### src/tcc_defs.svh
// Constants of the 16-bit timer with two capture/compare registers.
`ifndef TCC_DEFS_SVH
`define TCC_DEFS_SVH

`define TCC_W 16
`define TCC_RESET_WORD 16'h0000
`define TCC_ALL_ONES 16'hffff

`define TCC_ADDR_COUNT 16'hff10
`define TCC_ADDR_PRIMARY 16'hff12
`define TCC_ADDR_SECONDARY 16'hff14
`define TCC_ADDR_MODE 16'hff16
`define TCC_ADDR_CCC 16'hff18
`define TCC_ADDR_EDGE 16'hff1a

`define TCC_MODE_OVF 0
`define TCC_MODE_ONESHOT 1
`define TCC_MODE_RUN_LO 2
`define TCC_MODE_RUN_HI 3
`define TCC_MODE_OSPT 6

`define TCC_RUN_STOP 2'h0
`define TCC_RUN_FREE 2'h1
`define TCC_RUN_EDGE_CLR 2'h2
`define TCC_RUN_MATCH_CLR 2'h3

`define TCC_CCC_PRI_CAP 0
`define TCC_CCC_SRC 1
`define TCC_CCC_SEC_CAP 2

`define TCC_EDGE_PRI_LO 0
`define TCC_EDGE_PRI_HI 1
`define TCC_EDGE_SEC_LO 2
`define TCC_EDGE_SEC_HI 3
`define TCC_EDGE_DIV_LO 4
`define TCC_EDGE_DIV_HI 5

`define TCC_EDGE_FALL 2'h0
`define TCC_EDGE_RISE 2'h1
`define TCC_EDGE_NONE 2'h2
`define TCC_EDGE_BOTH 2'h3

`define TCC_DIV1 2'h0
`define TCC_DIV2 2'h1
`define TCC_DIV4 2'h2
`define TCC_DIV8 2'h3

`endif

### src/tcc_pkg.sv
// Types shared by the timer and its trigger pin edge detector.
package tcc_pkg;
	`include "tcc_defs.svh"

	typedef struct packed {
		logic [15:0] addr;
		logic [15:0] wdata;
		logic wr;
		logic rd;
	} tcc_bus_t;

	typedef struct packed {
		logic s1;
		logic s2;
		logic s3;
		logic lvl;
		logic rise;
		logic fall;
	} tcc_edge_t;

	typedef struct packed {
		logic [15:0] count;
		logic [15:0] primary;
		logic [15:0] secondary;
		logic [1:0] run;
		logic oneshot;
		logic ovf;
		logic [2:0] ccc;
		logic [5:0] edge_sel;
		logic [2:0] div;
		logic [15:0] rdata;
		logic irq_pri;
		logic irq_sec;
	} tcc_state_t;
endpackage : tcc_pkg

### src/tcc_pin_edge.sv
// Trigger pin synchroniser, glitch filter and selectable edge detector.
`timescale 1ns/10ps
`include "tcc_defs.svh"
module tcc_pin_edge import tcc_pkg::*; (
	input wire logic clk,
	input wire logic srst,
	input wire logic pin,
	input wire logic [1:0] sel,
	output logic valid_edge,
	output logic opposite_edge
);
	tcc_edge_t s_q;
	tcc_edge_t s_d;

	// A level counts only once the second and third stages agree.
	always_comb begin
		s_d = s_q;
		s_d.s1 = pin;
		s_d.s2 = s_q.s1;
		s_d.s3 = s_q.s2;
		if (s_q.s2 == s_q.s3) begin
			s_d.lvl = s_q.s3;
		end
		s_d.rise = s_d.lvl & ~s_q.lvl;
		s_d.fall = ~s_d.lvl & s_q.lvl;
	end

	always_ff @(posedge clk) begin
		if (srst) begin
			s_q <= '0;
		end else begin
			s_q <= s_d;
		end
	end

	// Both edges leave no opposite phase, so that an opposite-edge capture never fires.
	always_comb begin
		case (sel)
			`TCC_EDGE_FALL: begin
				valid_edge = s_q.fall;
				opposite_edge = s_q.rise;
			end
			`TCC_EDGE_RISE: begin
				valid_edge = s_q.rise;
				opposite_edge = s_q.fall;
			end
			`TCC_EDGE_BOTH: begin
				valid_edge = s_q.rise | s_q.fall;
				opposite_edge = 1'b0;
			end
			default: begin
				valid_edge = 1'b0;
				opposite_edge = 1'b0;
			end
		endcase
	end
endmodule : tcc_pin_edge

### src/tcc_timer.sv
// 16-bit up-counter with two capture/compare registers and trigger pins.
//
// The implementer's own choice: the strobed register port.
`timescale 1ns/10ps
`include "tcc_defs.svh"
module tcc_timer import tcc_pkg::*; (
	input wire logic CORE_CLK,
	input wire logic SRST,
	input wire logic [15:0] ADDR,
	input wire logic [15:0] WDATA,
	input wire logic WR,
	input wire logic RD,
	output logic [15:0] RDATA,
	input wire logic PRIMARY_TRIGGER_INPUT,
	input wire logic SECONDARY_TRIGGER_INPUT,
	output logic PRIMARY_MATCH_INTERRUPT,
	output logic SECONDARY_MATCH_INTERRUPT
);
	tcc_state_t s_q;
	tcc_state_t s_d;
	tcc_bus_t bus;

	logic pri_valid;
	logic pri_opposite;
	logic sec_valid;
	logic sec_opposite;

	logic run_on;
	logic tick;
	logic [2:0] div_mask;
	logic pri_cap;
	logic sec_cap;
	logic src_opposite;
	logic pri_hit;
	logic sec_hit;
	logic ospt_write;
	logic clear_event;
	logic ovf_set;
	logic wr_mode;
	logic wr_ccc;
	logic wr_edge;
	logic wr_primary;
	logic wr_secondary;

	assign bus.addr = ADDR;
	assign bus.wdata = WDATA;
	assign bus.wr = WR;
	assign bus.rd = RD;

	tcc_pin_edge u_primary_pin (
		.clk(CORE_CLK),
		.srst(SRST),
		.pin(PRIMARY_TRIGGER_INPUT),
		.sel(s_q.edge_sel[`TCC_EDGE_PRI_HI:`TCC_EDGE_PRI_LO]),
		.valid_edge(pri_valid),
		.opposite_edge(pri_opposite)
	);

	tcc_pin_edge u_secondary_pin (
		.clk(CORE_CLK),
		.srst(SRST),
		.pin(SECONDARY_TRIGGER_INPUT),
		.sel(s_q.edge_sel[`TCC_EDGE_SEC_HI:`TCC_EDGE_SEC_LO]),
		.valid_edge(sec_valid),
		.opposite_edge(sec_opposite)
	);

	// The count clock is a one-cycle enable from a small divider.
	always_comb begin
		case (s_q.edge_sel[`TCC_EDGE_DIV_HI:`TCC_EDGE_DIV_LO])
			`TCC_DIV1: begin
				div_mask = 3'h0;
			end
			`TCC_DIV2: begin
				div_mask = 3'h1;
			end
			`TCC_DIV4: begin
				div_mask = 3'h3;
			end
			`TCC_DIV8: begin
				div_mask = 3'h7;
			end
			default: begin
				div_mask = 3'h0;
			end
		endcase
	end

	always_comb begin
		run_on = (s_q.run != `TCC_RUN_STOP);
		tick = run_on && ((s_q.div & div_mask) == 3'h0);
		pri_cap = s_q.ccc[`TCC_CCC_PRI_CAP];
		sec_cap = s_q.ccc[`TCC_CCC_SEC_CAP];
		src_opposite = s_q.ccc[`TCC_CCC_SRC];
		pri_hit = tick && !pri_cap && (s_q.count == s_q.primary);
		sec_hit = tick && !sec_cap && (s_q.count == s_q.secondary);
		wr_mode = bus.wr && (bus.addr == `TCC_ADDR_MODE);
		wr_ccc = bus.wr && (bus.addr == `TCC_ADDR_CCC);
		wr_edge = bus.wr && (bus.addr == `TCC_ADDR_EDGE);
		wr_primary = bus.wr && (bus.addr == `TCC_ADDR_PRIMARY);
		wr_secondary = bus.wr && (bus.addr == `TCC_ADDR_SECONDARY);
		ospt_write = wr_mode && bus.wdata[`TCC_MODE_OSPT];
		clear_event = 1'b0;
		if (s_q.run == `TCC_RUN_EDGE_CLR && pri_valid) begin
			clear_event = 1'b1;
		end
		if (s_q.oneshot && (ospt_write || pri_valid)) begin
			clear_event = 1'b1;
		end
		ovf_set = tick && !clear_event && (s_q.count == `TCC_ALL_ONES);
	end

	always_comb begin
		s_d = s_q;
		s_d.irq_pri = 1'b0;
		s_d.irq_sec = 1'b0;
		s_d.rdata = `TCC_RESET_WORD;

		// Counter: stop wins, then a clearing event, then the tick.
		if (!run_on) begin
			s_d.count = `TCC_RESET_WORD;
			s_d.div = 3'h0;
		end else begin
			s_d.div = s_q.div + 3'h1;
			if (clear_event) begin
				s_d.count = `TCC_RESET_WORD;
			end else if (tick) begin
				if (s_q.run == `TCC_RUN_MATCH_CLR && pri_hit) begin
					s_d.count = `TCC_RESET_WORD;
				end else begin
					s_d.count = s_q.count + 16'h0001;
				end
			end
		end

		// Primary register: capture or compare, never both.
		if (pri_cap) begin
			if (src_opposite) begin
				if (run_on && pri_opposite) begin
					s_d.primary = s_q.count;
				end
				// The secondary edge still requests, without a capture.
				// A stopped timer stays silent, so gate it by the run field.
				if (run_on && sec_valid) begin
					s_d.irq_pri = 1'b1;
				end
			end else if (run_on && sec_valid) begin
				s_d.primary = s_q.count;
				s_d.irq_pri = 1'b1;
			end
		end else if (pri_hit) begin
			s_d.irq_pri = 1'b1;
		end

		// Secondary register looks only at its own mode bit.
		if (sec_cap) begin
			if (run_on && pri_valid) begin
				s_d.secondary = s_q.count;
				s_d.irq_sec = 1'b1;
			end
		end else if (sec_hit) begin
			s_d.irq_sec = 1'b1;
		end

		// Software writes follow the captures, so a primary or secondary write always lands.
		// A captured value otherwise persists until reset or rewrite.
		if (wr_primary) begin
			s_d.primary = bus.wdata;
		end
		if (wr_secondary) begin
			s_d.secondary = bus.wdata;
		end
		if (wr_mode) begin
			s_d.run = bus.wdata[`TCC_MODE_RUN_HI:`TCC_MODE_RUN_LO];
			s_d.oneshot = bus.wdata[`TCC_MODE_ONESHOT];
		end
		if (wr_ccc) begin
			s_d.ccc = bus.wdata[2:0];
		end
		if (wr_edge) begin
			s_d.edge_sel = bus.wdata[5:0];
		end

		// Overflow is cleared by writing zero; a wrap in that cycle wins.
		if (ovf_set) begin
			s_d.ovf = 1'b1;
		end else if (wr_mode) begin
			s_d.ovf = s_q.ovf & bus.wdata[`TCC_MODE_OVF];
		end

		// Reads have no side effect, so no capture hides behind them.
		if (bus.rd) begin
			case (bus.addr)
				`TCC_ADDR_COUNT: begin
					if (run_on) begin
						s_d.rdata = s_q.count;
					end else begin
						s_d.rdata = `TCC_RESET_WORD;
					end
				end
				`TCC_ADDR_PRIMARY: begin
					s_d.rdata = s_q.primary;
				end
				`TCC_ADDR_SECONDARY: begin
					s_d.rdata = s_q.secondary;
				end
				`TCC_ADDR_MODE: begin
					s_d.rdata = {12'h000, s_q.run, s_q.oneshot, s_q.ovf};
				end
				`TCC_ADDR_CCC: begin
					s_d.rdata = {13'h0000, s_q.ccc};
				end
				`TCC_ADDR_EDGE: begin
					s_d.rdata = {10'h000, s_q.edge_sel};
				end
				default: begin
					s_d.rdata = `TCC_RESET_WORD;
				end
			endcase
		end
	end

	// The counter has no write path at all, only the read mux above.
	always_ff @(posedge CORE_CLK) begin
		if (SRST) begin
			s_q <= '0;
		end else begin
			s_q <= s_d;
		end
	end

	assign RDATA = s_q.rdata;
	assign PRIMARY_MATCH_INTERRUPT = s_q.irq_pri;
	assign SECONDARY_MATCH_INTERRUPT = s_q.irq_sec;
endmodule : tcc_timer

### config.mk
export PLATFORM = sky130hd
export DESIGN_NAME = tcc_timer
export DESIGN_NICKNAME = d
export VERILOG_FILES = /design/src/tcc_pkg.sv /design/src/tcc_pin_edge.sv /design/src/tcc_timer.sv
export VERILOG_INCLUDE_DIRS = /design/src
export SDC_FILE = /design/constraint.sdc
export NUM_CORES = 1
export LEC_CHECK = 0
export BUFFER_PORTS_ARGS = -buffer_cell sky130_fd_sc_hd__buf_2
export CAP_MARGIN = 10
export CORE_UTILIZATION = 38
export CTS_CLUSTER_DIAMETER = 50
export CTS_CLUSTER_SIZE = 10
export DETAILED_ROUTE_END_ITERATION = 10
export GPL_ROUTABILITY_DRIVEN = 1
export GPL_TIMING_DRIVEN = 1
export HOLD_SLACK_MARGIN = 0.06
export PLACE_DENSITY = 0.54
export SYNTH_ARGS = -nofsm -noshare
export SYNTH_HDL_FRONTEND = slang
export SYNTH_SLANG_ARGS = --single-unit
### constraint.sdc
create_clock -name CORE_CLK -period 6.35 [get_ports CORE_CLK]
set_clock_uncertainty 0.1 [all_clocks]
set_input_delay 0.3175 -clock CORE_CLK [delete_from_list [all_inputs] [get_ports CORE_CLK]]
set_output_delay 0.3175 -clock CORE_CLK [all_outputs]
set_load 0.01 [all_outputs]
Word-level counts from Yosys, hierarchy flattened --
Index checks and enable logic that the tools add are counted.
Storage, ports and cells: flip-flop bits (word level) 94, bits of input ports 38, output and inout bits 18, word-level logic and storage cells 126
Operators by class: add/sub/neg operators 2, equal/unequal tests 21, mux-type cells 27, bitwise gates (word level) 14, reductions and logical operators 38
Operator list (count):
- $mux W16 | 10
- $eq A16 B16 Y1 const B | 7
- $pmux W16 S6 | 1
- $eq A16 B16 Y1 | 2
- $logic_and A1 B1 Y1 | 19
- $add A16 B1 Y16 const B | 1
- $eq A2 B2 Y1 const B | 6
- $mux W1 | 12
- $pmux W3 S4 | 1
- $reduce_bool A2 Y1 | 5
- $eq A2 B1 Y1 const B | 3
- $logic_not A2 Y1 | 3
- $not A1 Y1 | 6
- $pmux W1 S3 | 2
- $and A1 B1 Y1 | 5
- $reduce_or A2 Y1 | 2
- $add A3 B1 Y3 const B | 1
- $and A3 B3 Y3 | 1
- $logic_not A1 Y1 | 3
- $logic_not A3 Y1 | 1
- $ne A3 B1 Y1 const B | 1
- $reduce_and A3 Y1 | 1
- $reduce_bool A3 Y1 | 1
- $reduce_or A3 Y1 | 1
- 5 further kinds | 7

Longest topological paths before layout --
depth in word-level cells 10, depth in mapped cells 8

By module --
From an unflattened synthesis, not the netlist that was laid out.
Unflattened totals: cells, all modules 553, area, all modules 4885.9 sq um
By module, submodules not included:
- tcc_timer | instances 1, cells an instance 517, area an instance 4478.0 sq um
- tcc_pin_edge | instances 2, cells an instance 18, area an instance 203.9 sq um

Worst setup path before layout --
No wires, ideal clock.
kind in2reg, start input ADDR[7], end register s_q[53] in the netlist's numbering, library setup time 124 ps, arrival time 2218 ps, required time 6126 ps, setup slack 3909 ps, stages on the path 8, cells stage by stage or4b_4 -> or4_1 -> clkbuf_2 -> or2_1 -> buf_6 -> buf_12 -> o21ai_0 -> a21oi_1
On the way: word-level cells in the longest chain between the ends 4, elaborated cells between the ends (all ways) 7
RTL lines:
- start: declaration | RTL line tcc_timer.sv:9 | input wire logic [15:0] ADDR,
- $eq A16 B16 Y1 (*)
- $logic_and A1 B1 Y1 (*) | RTL line tcc_timer.sv:100 | wr_primary = bus.wr && (bus.addr == `TCC_ADDR_PRIMARY);
- $ne A3 B1 Y1 (no source line), or another cell as far along
- $reduce_and A3 Y1 (no source line)
- end signal: assignment | RTL line tcc_timer.sv:226 | s_q <= '0;
- end signal: assignment | RTL line tcc_timer.sv:228 | s_q <= s_d;
- end: declaration | RTL line tcc_timer.sv:19 | tcc_state_t s_q;
Every way passes the cells marked *; elsewhere a longest branch is shown, timed or not. A chain may end at the register's enable or synchronous reset.

Final worst setup path --
Ends and elaborated chain as after synthesis.

==> flow_summary.ini <==
[status]
status = completed

[synth]
muxShareOfSynthArea_pct = 9.26
synth_common_cells = dfxtp_1, nor2_1, mux2i_1
synthXorXnorAreaFrac_pct = 8.58
ys_seq_area_share_pct = 39.2
synthTopCellsByArea = dfxtp_1, mux2i_1, xor2_1
synth_top_family_by_area = simple AND/OR/NAND/NOR gates
synth_cell_types = 52
synth_seq_cells = 94
synth.most_common_cell = dfxtp_1
syn_nets = 565
synth_compound_gate_area_share_pct = 15.7
synth-async-reset-ratio_pct = 0
synth_ff_type = dfxtp_1
synthSimpleGateAreaFrac_pct = 17.9
synthDominantCellAreaShare_pct = 39.2
yosysWarnings = 0
synth_edf_count = 0
yosysTopAreaCell = dfxtp_1
synth_cells = 525
synth_fa_ha_area_share_pct = 0.522
syn_area_mm2 = 0.00480
syn_avg_cell_area_um2 = 9.14

[global_routing]
grt_overflow = 0
grt_pass1_vias = 3791
grt_pass1_wl_mm = 20.7
antenna_found_initial = 0
grtUsageTotal_pct = 20.8
grt_max_degree = 45

[clocking]
clk_latency_ps = 350
htreeDepth = 3
cts_root_buf = clkbuf_16
cts_resized = 0
cts.sinks = 94
cts_tree = done
clk_pin_slew_ps = 60
post-cts-setup-buffer-count = 0
cts_buffer_depth = 2
cts_hold_buf = 0
cts_buffers = 9

[layout]
nFillCells = 1235
drive_above_1_share_pct = 15.9
instances_no_fill = 708
area_growth_pct = 9.26
final_nets = 576
diodes = 0

[route]
drt-initial-drc-count = 322
ant_nets = 0
drcViolationCount = 0
num_vias = 4009
route.final.wire_length_mm = 13.1
via_per_inst = 5.66
first_pass_iters = 6
wl_per_cell_um = 18.5

[floorplanning]
start_util_pct = 39.5
core_mm2 = 0.0122
die_area_mm2 = 0.0131
die_h_um = 114
io_pins = 56
core.rowCount = 40
die_w_um = 114

[setup_path]
cp_max_fo = 17
critPathLaunchType = input pin
crit_type = in2reg
required_ps = 6450
worst-r2r-setup-slack_ps = 3730
cp-end-kind = register
critPathArrivalTime_ps = 2940

[power_and_ir_drop]
power_density_mw_per_mm2 = 224
ir_worst_vdd_mv = 0.117
p_leak_nw = 2.18

[timing]
period_minus_slack_ps = 2840
finalSetupViolations = 0
finalCritPeriodShare_pct = 44.8
tightestPinTransition_ps = 1230
rsz0062_at_grt = false
hold_viol_final = 0
fmaxAchievable_mhz = 352
slew_violations = 0
relSlewSlack_pct = 17.8
fin_setup_tns_ps = 0

[min_path]
hold_class = in2reg

[placed_design]
hpwl_mm = 9.19
post-place-cells = 692
port_buffers = 55
place.gp.congestion = 0.782

[job]
drv_cap = 0
-- stage by stage --
| step | setup WS (ps) | power (W) | area, um^2 | util, % | hold WS, ps |
|---|---|---|---|---|---|
| 2_1_floorplan | 3910 | 0.000620 | 4800 | - | 304 |
| 3_3_place_gp | 3260 | 0.000640 | 4930 | 40.6 | 312 |
| 3_5_place_dp | 3190 | 0.000640 | 4930 | 40.6 | 317 |
| 4_1_cts | 3560 | 0.00119 | 5240 | 43.0 | 79.7 |
| 5_1_grt | 3400 | 0.00122 | 5240 | 43.1 | 99.5 |
| 6_report | 3510 | 0.00118 | 5240 | 43.1 | 81.7 |
-- sequential cells by signal, indices dropped and copies added (netlist names) --
name,flops
pri_cap,1
u_primary_pin.s_d,2
u_secondary_pin.s_q,4
RDATA,16
u_primary_pin.s_q,4
s_q,63
SECONDARY_MATCH_INTERRUPT,1
u_secondary_pin.s_d,2
PRIMARY_MATCH_INTERRUPT,1
-- power breakdown --
part	switching, W	total, W	internal (W)
clock network	0.000225	0.000550	0.000325
registers	0.000000835	0.000592	0.000591
logic	0.0000225	0.0000349	0.0000124
-- cell type report --
type                            instances  area (um^2)  share of cell area, %
Timing Repair Buffer                   63          335                   6.40
Clock inverter                          3         43.8                  0.835
Clock buffer                           12          256                   4.89
Inverter                                4         15.0                  0.286
Sequential cell                        94         1880                   35.9
Multi-Input combinational cell        364         2500                   47.7
Tap cell                              168          210                   4.01
-- metal layers --
layer  vias up  wire (um)  GRT usage (%)
met2       125       5860           32.0
met1      1941       6310           29.0
li1       1922          -              -
met3        21        600           2.70
met4         0        295           9.35
met5         -          0              0
-- critical path, stage by stage --
cell and delay (ps):
buf_2 100, or4b_4 550, or4_1 650, o22ai_2 590, or2_1 590, a21oi_1 140
-- cells by family (layout without fill, tap and decap cells) --
family / Yosys count / count (layout)
xor gates and xnor gates: 47 / 47
muxes: 44 / 44
buffers and inverters: 67 / 82
DFF: 94 / 94
and+or+nand+nor: 164 / 164
AOI/OAI and AO/OA: 107 / 107
adders and majority gates: 2 / 2
-- path summary, 6_finish.rpt --
| path | start | end | cells past startpoint |
|---|---|---|---|
| hold / removal | SECONDARY_TRIGGER_INPUT | u_secondary_pin.s_d[4] | 2 |
| setup / recovery | ADDR[7] | s_q[53] | 6 |
| hold reg to reg | u_secondary_pin.s_q[2] | u_secondary_pin.s_q[1] | 1 |
| setup reg to reg | s_q[32] | s_q[53] | 5 |
-- cell usage in the layout (no fill, tap or decap), types with 2 or more instances in the layout --
cell	instances
a211oi_1	17
a21oi_1	32
a222oi_1	13
a22oi_1	6
a32oi_1	2
and4_1	2
buf_2	55
buf_4	8
clkbuf_16	9
clkbuf_8	2
dfxtp_1	94
ha_1	2
inv_1	4
mux2_2	3
mux2i_1	41
nand2_1	19
nand2b_1	7
nand3_1	15
nand3b_1	2
nand4_1	13
nor2_1	49
nor2b_1	11
nor3_1	9
nor4_1	23
nor4b_1	2
o21a_1	2
o21ai_0	8
o31ai_1	16
or2_1	2
or3_1	2
xnor2_1	21
xor2_1	26
Note: power is estimated with default switching activity, not from simulation.
